`src/verilog/cpcir_regs.vh`:
```
`ifndef CPCIR_REGS_VH
`define CPCIR_REGS_VH
// Register offsets.
`define CPCIR_OFS_PULL    4'h0
`define CPCIR_OFS_DRIVE   4'h1
`define CPCIR_OFS_STRETCH 4'h2
`define CPCIR_OFS_RSVD    4'h3
`define CPCIR_OFS_EXTINT  4'h4
`define CPCIR_OFS_ISTAT   4'h5
`define CPCIR_OFS_IMASK   4'h6
// Bit positions shared by pull and drive registers.
`define CPCIR_BIT_K       7
`define CPCIR_BIT_E       4
`define CPCIR_BIT_B       1
`define CPCIR_BIT_A       0
// Bit positions of the stretch and interrupt control registers.
`define CPCIR_BIT_ECLK_STRETCH_EN    0
`define CPCIR_BIT_EDGE    7
`define CPCIR_BIT_CONN    6
// Writable masks and reset values.
`define CPCIR_PULL_MASK   8'h93
`define CPCIR_DRIVE_MASK  8'h93
`define CPCIR_PULL_RST    8'h90
`define CPCIR_DRIVE_RST   8'h00
`define CPCIR_EXTINT_RST  8'h40
`define CPCIR_ZERO8       8'h00
// Port E pins 7 and 4:0 follow the pull bit; 5 and 6 pull only in reset.
`define CPCIR_PE_PULL_MSK 8'h9F
`define CPCIR_PE_RST_MSK  8'h60
// Interrupt status bits.
`define CPCIR_IST_EDGE    0
`define CPCIR_IST_LEVEL   1
`define CPCIR_IST_W       2
`endif

```
`src/verilog/cpcir_core_port_config_irq_regs.v`:
```
`timescale 1ns/1ns
`default_nettype none
`include "cpcir_regs.vh"
module cpcir_core_port_config_irq_regs (
  // Clock and reset.
  input  wire       i_clk,
  input  wire       i_rst_n,
  // Register port.
  input  wire [3:0] i_addr,
  input  wire [7:0] i_wdata,
  input  wire       i_wr,
  input  wire       i_rd,
  output reg  [7:0] o_rdata,
  output reg        o_ext_pass,
  // Operating mode.
  input  wire       i_mode_special,
  input  wire       i_mode_single_chip,
  input  wire       i_mode_expanded,
  // Port direction, one bit per pin, high for output.
  input  wire [7:0] i_dir_a,
  input  wire [7:0] i_dir_b,
  input  wire [7:0] i_dir_e,
  input  wire [7:0] i_dir_k,
  // Pull enables per pin.
  output reg  [7:0] o_pull_a,
  output reg  [7:0] o_pull_b,
  output reg  [7:0] o_pull_e,
  output reg  [7:0] o_pull_k,
  // Reduced drive per port.
  output reg  [3:0] o_weak_drive,
  // E clock stretch.
  output reg        o_eclk_stretch,
  // External interrupt pin and service.
  input  wire       i_int_pin_n,
  input  wire       i_int_service,
  output reg        o_ext_int_req,
  // Block interrupt.
  output reg        o_irq
);

  // ----------------------------------------------------------------
  // Registers
  // ----------------------------------------------------------------
  reg [7:0] pull_enable_ctrl_reg;
  reg [7:0] drive_strength_ctrl_reg;
  reg       eclk_stretch_en_reg;
  reg       stretch_written_reg;
  reg       int_pin_edge_select_reg;
  reg       edge_written_reg;
  reg       int_pin_connect_reg;
  reg       pin_prev_reg;
  reg       edge_latch_reg;
  reg [`CPCIR_IST_W-1:0] istat_reg;
  reg [`CPCIR_IST_W-1:0] imask_reg;
  reg [`CPCIR_IST_W-1:0] istat_next;
  reg [7:0] rdata_next;

  localparam [7:0] EXTINT_RST = `CPCIR_EXTINT_RST;

  wire in_map = ~i_mode_expanded;
  wire wr_ok  = i_wr & in_map;
  wire rd_ok  = i_rd & in_map;
  wire fall   = pin_prev_reg & ~i_int_pin_n;
  wire edge_set = int_pin_connect_reg & int_pin_edge_select_reg & fall;
  wire lvl_set  = int_pin_connect_reg & ~int_pin_edge_select_reg
                  & ~i_int_pin_n;
  wire stretch_wr = wr_ok && (i_addr == `CPCIR_OFS_STRETCH);
  wire extint_wr  = wr_ok && (i_addr == `CPCIR_OFS_EXTINT);
  wire istat_rd   = rd_ok && (i_addr == `CPCIR_OFS_ISTAT);

  // ----------------------------------------------------------------
  // Register writes
  // ----------------------------------------------------------------
  always @(posedge i_clk) begin
    if (!i_rst_n) begin
      pull_enable_ctrl_reg    <= `CPCIR_PULL_RST;
      drive_strength_ctrl_reg <= `CPCIR_DRIVE_RST;
      eclk_stretch_en_reg     <= 1'b0;
      stretch_written_reg     <= 1'b0;
      int_pin_edge_select_reg <= 1'b0;
      edge_written_reg        <= 1'b0;
      int_pin_connect_reg     <= EXTINT_RST[`CPCIR_BIT_CONN];
      imask_reg               <= {`CPCIR_IST_W{1'b0}};
    end else begin
      if (wr_ok && (i_addr == `CPCIR_OFS_PULL)) begin
        pull_enable_ctrl_reg <= i_wdata & `CPCIR_PULL_MASK;
      end
      if (wr_ok && (i_addr == `CPCIR_OFS_DRIVE)) begin
        drive_strength_ctrl_reg <= i_wdata & `CPCIR_DRIVE_MASK;
      end
      if (stretch_wr && (i_mode_special || !stretch_written_reg)) begin
        eclk_stretch_en_reg <= i_wdata[`CPCIR_BIT_ECLK_STRETCH_EN];
        stretch_written_reg <= 1'b1;
      end
      if (extint_wr) begin
        int_pin_connect_reg <= i_wdata[`CPCIR_BIT_CONN];
        if (i_mode_special || !edge_written_reg) begin
          int_pin_edge_select_reg <= i_wdata[`CPCIR_BIT_EDGE];
          edge_written_reg        <= 1'b1;
        end
      end
      if (wr_ok && (i_addr == `CPCIR_OFS_IMASK)) begin
        imask_reg <= i_wdata[`CPCIR_IST_W-1:0];
      end
    end
  end

  // ----------------------------------------------------------------
  // External interrupt pin
  // ----------------------------------------------------------------
  always @(posedge i_clk) begin
    if (!i_rst_n) begin
      pin_prev_reg   <= 1'b1;
      edge_latch_reg <= 1'b0;
      o_ext_int_req  <= 1'b0;
    end else begin
      pin_prev_reg <= i_int_pin_n;
      if (!int_pin_connect_reg) begin
        edge_latch_reg <= 1'b0;
      end else if (edge_set) begin
        edge_latch_reg <= 1'b1;
      end else if (i_int_service) begin
        edge_latch_reg <= 1'b0;
      end
      if (!int_pin_connect_reg) begin
        o_ext_int_req <= 1'b0;
      end else if (int_pin_edge_select_reg) begin
        o_ext_int_req <= edge_latch_reg | edge_set;
      end else begin
        o_ext_int_req <= ~i_int_pin_n;
      end
    end
  end

  // ----------------------------------------------------------------
  // Block interrupt status
  // ----------------------------------------------------------------
  always @* begin
    istat_next = istat_reg;
    if (istat_rd) begin
      istat_next = {`CPCIR_IST_W{1'b0}};
    end
    if (edge_set) begin
      istat_next[`CPCIR_IST_EDGE] = 1'b1;
    end
    if (lvl_set) begin
      istat_next[`CPCIR_IST_LEVEL] = 1'b1;
    end
  end

  always @(posedge i_clk) begin
    if (!i_rst_n) begin
      istat_reg <= {`CPCIR_IST_W{1'b0}};
      o_irq     <= 1'b0;
    end else begin
      istat_reg <= istat_next;
      o_irq     <= |(istat_next & imask_reg);
    end
  end

  // ----------------------------------------------------------------
  // Read data
  // ----------------------------------------------------------------
  always @* begin
    rdata_next = `CPCIR_ZERO8;
    if (i_addr == `CPCIR_OFS_PULL) begin
      rdata_next = pull_enable_ctrl_reg;
    end else if (i_addr == `CPCIR_OFS_DRIVE) begin
      rdata_next = drive_strength_ctrl_reg;
    end else if (i_addr == `CPCIR_OFS_STRETCH) begin
      rdata_next[`CPCIR_BIT_ECLK_STRETCH_EN] = eclk_stretch_en_reg;
    end else if (i_addr == `CPCIR_OFS_RSVD) begin
      rdata_next = `CPCIR_ZERO8;
    end else if (i_addr == `CPCIR_OFS_EXTINT) begin
      rdata_next[`CPCIR_BIT_EDGE] = int_pin_edge_select_reg;
      rdata_next[`CPCIR_BIT_CONN] = int_pin_connect_reg;
    end else if (i_addr == `CPCIR_OFS_ISTAT) begin
      rdata_next[`CPCIR_IST_W-1:0] = istat_reg;
    end else if (i_addr == `CPCIR_OFS_IMASK) begin
      rdata_next[`CPCIR_IST_W-1:0] = imask_reg;
    end
  end

  always @(posedge i_clk) begin
    if (!i_rst_n) begin
      o_rdata    <= `CPCIR_ZERO8;
      o_ext_pass <= 1'b0;
    end else begin
      o_rdata    <= rd_ok ? rdata_next : `CPCIR_ZERO8;
      o_ext_pass <= (i_rd | i_wr) & ~in_map;
    end
  end

  // ----------------------------------------------------------------
  // Pin controls
  // ----------------------------------------------------------------
  always @(posedge i_clk) begin
    if (!i_rst_n) begin
      o_pull_a       <= `CPCIR_ZERO8;
      o_pull_b       <= `CPCIR_ZERO8;
      o_pull_e       <= `CPCIR_PE_RST_MSK;
      o_pull_k       <= `CPCIR_ZERO8;
      o_weak_drive   <= 4'h0;
      o_eclk_stretch <= 1'b0;
    end else begin
      o_pull_k <= {8{pull_enable_ctrl_reg[`CPCIR_BIT_K]}} & ~i_dir_k;
      o_pull_e <= {8{pull_enable_ctrl_reg[`CPCIR_BIT_E]}} & ~i_dir_e
                  & `CPCIR_PE_PULL_MSK;
      o_pull_b <= {8{pull_enable_ctrl_reg[`CPCIR_BIT_B]}} & ~i_dir_b;
      o_pull_a <= {8{pull_enable_ctrl_reg[`CPCIR_BIT_A]}} & ~i_dir_a;
      o_weak_drive <= {drive_strength_ctrl_reg[`CPCIR_BIT_K],
                       drive_strength_ctrl_reg[`CPCIR_BIT_E],
                       drive_strength_ctrl_reg[`CPCIR_BIT_B],
                       drive_strength_ctrl_reg[`CPCIR_BIT_A]};
      o_eclk_stretch <= eclk_stretch_en_reg & ~i_mode_single_chip;
    end
  end

endmodule
`default_nettype wire

```
`config.mk`:
```
export PLATFORM = sky130hd
export DESIGN_NAME = cpcir_core_port_config_irq_regs
export DESIGN_NICKNAME = d
export VERILOG_FILES = /design/src/verilog/cpcir_core_port_config_irq_regs.v
export VERILOG_INCLUDE_DIRS = /design/src /design/src/verilog
export SDC_FILE = /design/constraint.sdc
export NUM_CORES = 1
export LEC_CHECK = 0
export BUFFER_PORTS_ARGS = -buffer_cell sky130_fd_sc_hd__buf_2
export CAP_MARGIN = 20
export CORE_AREA = 2 2 81 83
export CTS_BUF_LIST = sky130_fd_sc_hd__clkbuf_2 sky130_fd_sc_hd__clkbuf_4 sky130_fd_sc_hd__clkbuf_8
export CTS_CLUSTER_DIAMETER = 40
export CTS_CLUSTER_SIZE = 30
export DETAILED_ROUTE_END_ITERATION = 7
export DIE_AREA = 0 0 83 85
export GPL_TIMING_DRIVEN = 0
export PLACE_DENSITY = 0.69
export SYNTH_ARGS = -nofsm -noshare
export SYNTH_HDL_FRONTEND = slang
export SYNTH_SLANG_ARGS = --single-unit
```
`constraint.sdc`:
```
create_clock -name i_clk -period 2.35 [get_ports i_clk]
set_input_delay 0.47 -clock i_clk [delete_from_list [all_inputs] [get_ports i_clk]]
set_output_delay 0.47 -clock i_clk [all_outputs]
set_load 0.02 [all_outputs]
```
After elaboration in Yosys (flattened, before gate mapping). Cells that the tools add are included.

Output and inout bits: 48. Word-level logic and storage cells: 92. Input port bits: 53. Register bits: 67.

Muxes and demuxes: 17. Equality and inequality tests: 6. Bitwise logic cells: 26. Reduce and logical (&&, ||, !) cells: 19.

Operators with widths (count): 8-bit bitwise AND (4); 8-bit inverter (4); 8-bit 2-to-1 mux (2); 2-bit 2-to-1 mux (7); 7-bit 2-to-1 mux (2); 4-bit by 3-bit == test with 1-bit output (second input constant) (3); 1-bit bitwise AND (9); 4-bit by 2-bit == test with 1-bit output (second input constant) (2); 1-bit logical AND (7); 1-bit 2-to-1 mux (6); 1-bit inverter (6); 2-bit AND reduction (3); 6-bit OR reduction (1); 4-bit by 1-bit == test with 1-bit output (second input constant) (1); 4-bit zero test (1); 3-bit OR reduction (1); 2-bit bitwise AND (1); 1-bit zero test (2); 1-bit logical OR (2); 1-bit OR (2); 2-bit nonzero test (1); 2-bit OR reduction (1).

Longest topological paths before layout.
Depth in word-level cells: 8. Gate-level depth with buffers: 5. Gate-level depth less buffers: 4.

Worst setup path after synthesis. OpenSTA, ideal clock, no wires.

Path type: input to register. Start point: input port i_addr[1]. End point: register drive_strength_ctrl_reg[0]. Buffers on the path: 1. Arrival time: 1.347 ns. Setup time: 0.132 ns. Setup slack: 0.872 ns. Cell stages on the path: 5. Required time: 2.218 ns. Cells stage by stage: buf_6 -> nor4b_4 -> nand2_1 -> nand2_1 -> a21oi_1.

Word-level cells in the longest chain between the ends: 2.

RTL lines: start: declaration (line cpcir_core_port_config_irq_regs.v:9) `input wire [3:0] i_addr,`; 4-bit by 1-bit == test with 1-bit output (no line); 1-bit logical AND (line cpcir_core_port_config_irq_regs.v:88) `` if (wr_ok && (i_addr == `CPCIR_OFS_DRIVE)) begin ``; end signal: assignment (line cpcir_core_port_config_irq_regs.v:77) `` drive_strength_ctrl_reg <= `CPCIR_DRIVE_RST; ``; end signal: assignment (line cpcir_core_port_config_irq_regs.v:89) `` drive_strength_ctrl_reg <= i_wdata & `CPCIR_DRIVE_MASK; ``; end: declaration (line cpcir_core_port_config_irq_regs.v:45) `reg [7:0] drive_strength_ctrl_reg;`.

Every way passes these cells. A chain may end at the register's enable or synchronous reset.

==> run metrics <==
WL/cell 12.2 microns; run status completed; DIE HEIGHT 85 microns; commonest non-fill, non-tap cell in the layout buf_2; share of cells above drive strength 1 37.8%; CP Depth 2; Top Ports slightly above 100; setup total negative slack 0 ns; IO buf count 89; Max-cap violations 0; most used flip-flop cell after synthesis dfxtp_1; Setup Skew 0.00810 ns; Remaining Overflow, GRT 0; CTS max path bufs 2; Mapped Area 2100 sq um; Distinct cells, synth 34; min-delay src i_dir_b[3]; Top delay family on crit path flip-flops; Tmin final 1.37 ns; 1st-iter DRT viols 69; Worst EP arrival 0.90 ns; asr flop ratio synth 0%; CTS H-tree lvls 3; Crit Path Class flip-flop to output port; CP Buf/Inv Count 2; flop2flop setup slack ~1.2 ns; Worst-path clk slew 0.07 ns; CTS root buf clkbuf_8; Clk Latency, worst-skew pair 0.34 ns; number of routed nets with antenna violations 0; initial antenna violation count 0; Peak supply drop 0.000445 V; Die ar. a little over 7000 sq um; CTS tree yes; total track usage about 14%; RD Place Congestion 0.857; final net count 368; Final Non-Filler Cells 397; top flop regs o_pull_a (8), o_pull_b (8), o_pull_k (8); worst reg2reg startpoint int_pin_edge_select_reg$_SDFFE_PN0P_; Rows 29; Reg2Reg Depth 3; synth warn 0; worst slew pin tran 0.539 ns; sequential-to-total area share from yosys stat 60.2%; PwrDens between 800 and 900 nW/um^2; Initial Util 33.8%; drt total wl between 4000 and 5000 microns; RSZ-0062 raised after global routing no; detailed placement HPWL 3640 microns; dpl ws 0.638 ns; Hold Path Class input pin to flip-flop; Via density around 4.6; TritonCTS Buffers 9; Setup crit start kind flip-flop; worst setup margin 0.979 ns; Post-Synthesis Cells 213; CP peak stage delay 0.31 ns; post-CTS setup buffers 0; vias 1816; DRT Pass-1 Iters 4; Die W around 83 microns; Crit-path slowest cell dfxtp_1; # diodes 0; Slew HR about 64%; WHS Endpoint o_pull_b[3]$_SDFF_PN0_; reg2reg end o_irq$_SDFF_PN0_; Post-CTS Hold Fix Bufs 0; fin crit share 58.3%; final-report hold violation count 0; TritonCTS Sinks 63; register bit total from synthesis 63; Area Overhead vs Synth 37.0%; Placed Cells incl. Taps about 380; post-CTS resize count 0; largest net degree at the start of global routing 13; core region area 6200 sq um; count of final setup violators 0; first-pass GRT wire length just under 8000 microns; Critical Path RT 1.88 ns; CP cell instances buf_4 -> buf_2; fmax 0.730 GHz; syn avg cell area 9.84 sq um; DRC violations left 0; P_leak 1.36 nW; most frequent cells in the layout buf_2 (89), dfxtp_1 (63), nor2_1 (39), nand2_1 (25), nand3_1 (19); Util after Layout roughly 46%; Post-synth EDFFs 0; vias in the first global route 1713; critical path endpoint category output port; Crit Path Max Fanout 2; Worst Hold Depth 2; max-slew violation total from the final report 0
-- routing by layer --
metal / wire [microns] / GRT usage (%) / share of wire, % / up-vias
met5: 0 / 0 / 0 / -
met4: 131 / 9.09 / 2.7 / 0
met3: 356 / 4.28 / 7.4 / 12
met2: 2280 / 23.8 / 47 / 84
met1: 2060 / 15.7 / 43 / 814
li1: - / - / - / 906
-- kinds of logic (layout without fill, tap and decap cells) --
logic type	Yosys count	count (layout)	share of synthesized area, %
AO/OA/AOI/OAI	27	27	8.54
buffers and inverters	14	119	4.12
flip-flops	63	63	60.2
multiplexers	1	1	0.478
other	1	3	0.179
AND/OR/NAND/NOR	107	107	26.5
-- area by class of cell --
cell class / instances / area (sq um)
inverters: 3 / 11.3
well taps: 77 / 96.3
multi-input cells: 138 / 756
plain buffers: 11 / 75.1
repair buffers: 89 / 445
flip-flops and latches: 63 / 1260
clock buffers: 10 / 131
fillers: 615 / 3330
clock inverters: 6 / 93.8
-- report_power, final --
group / internal, mW / total (mW) / switching, mW
Clock: 0.616 / 1.05 / 0.433
Sequential: 1.09 / 1.10 / 0.00738
Combinational: 0.0705 / 0.170 / 0.0990
Total: 1.78 / 2.32 / 0.539
-- per-stage QoR --
step	hold WS [ns]	power [mW]	cell area (sq um)
3_5_place_dp	0.463	1.29	2650
3_3_place_gp	0.450	1.29	2650
4_1_cts	0.256	2.35	2870
5_1_grt	0.254	2.41	2870
2_1_floorplan	0.438	1.22	2100
6_report	0.278	2.32	2870
-- Yosys cell counts (2+ instances only) --
cell type / n / area share [%]
a22oi_1: 2 / 0.72
nor4b_4: 2 / 2.3
nand2b_1: 5 / 1.5
buf_6: 2 / 1.1
nor2_1: 39 / 7.0
a21oi_1: 16 / 3.8
dfxtp_1: 63 / 60
buf_4: 5 / 1.8
nand3_1: 19 / 4.5
inv_1: 3 / 0.54
nand2_1: 25 / 4.5
nor2b_1: 3 / 0.90
and2_1: 5 / 1.5
clkbuf_1: 4 / 0.72
-- how the worst max path moves through the flow --
stage                             start                                 endpoint
detailed placement              i_rst_n     pull_enable_ctrl_reg[1]$_SDFFE_PN0P_
global placement                i_rst_n     pull_enable_ctrl_reg[1]$_SDFFE_PN0P_
global route                  i_addr[3]  drive_strength_ctrl_reg[1]$_SDFFE_PN0P_
CTS                 o_pull_e[5]$_DFF_P_                              o_pull_e[6]
finish              o_pull_e[5]$_DFF_P_                              o_pull_e[6]
floorplan                     i_addr[1]  drive_strength_ctrl_reg[0]$_SDFFE_PN0P_
Power figures use the tool's default switching activity.
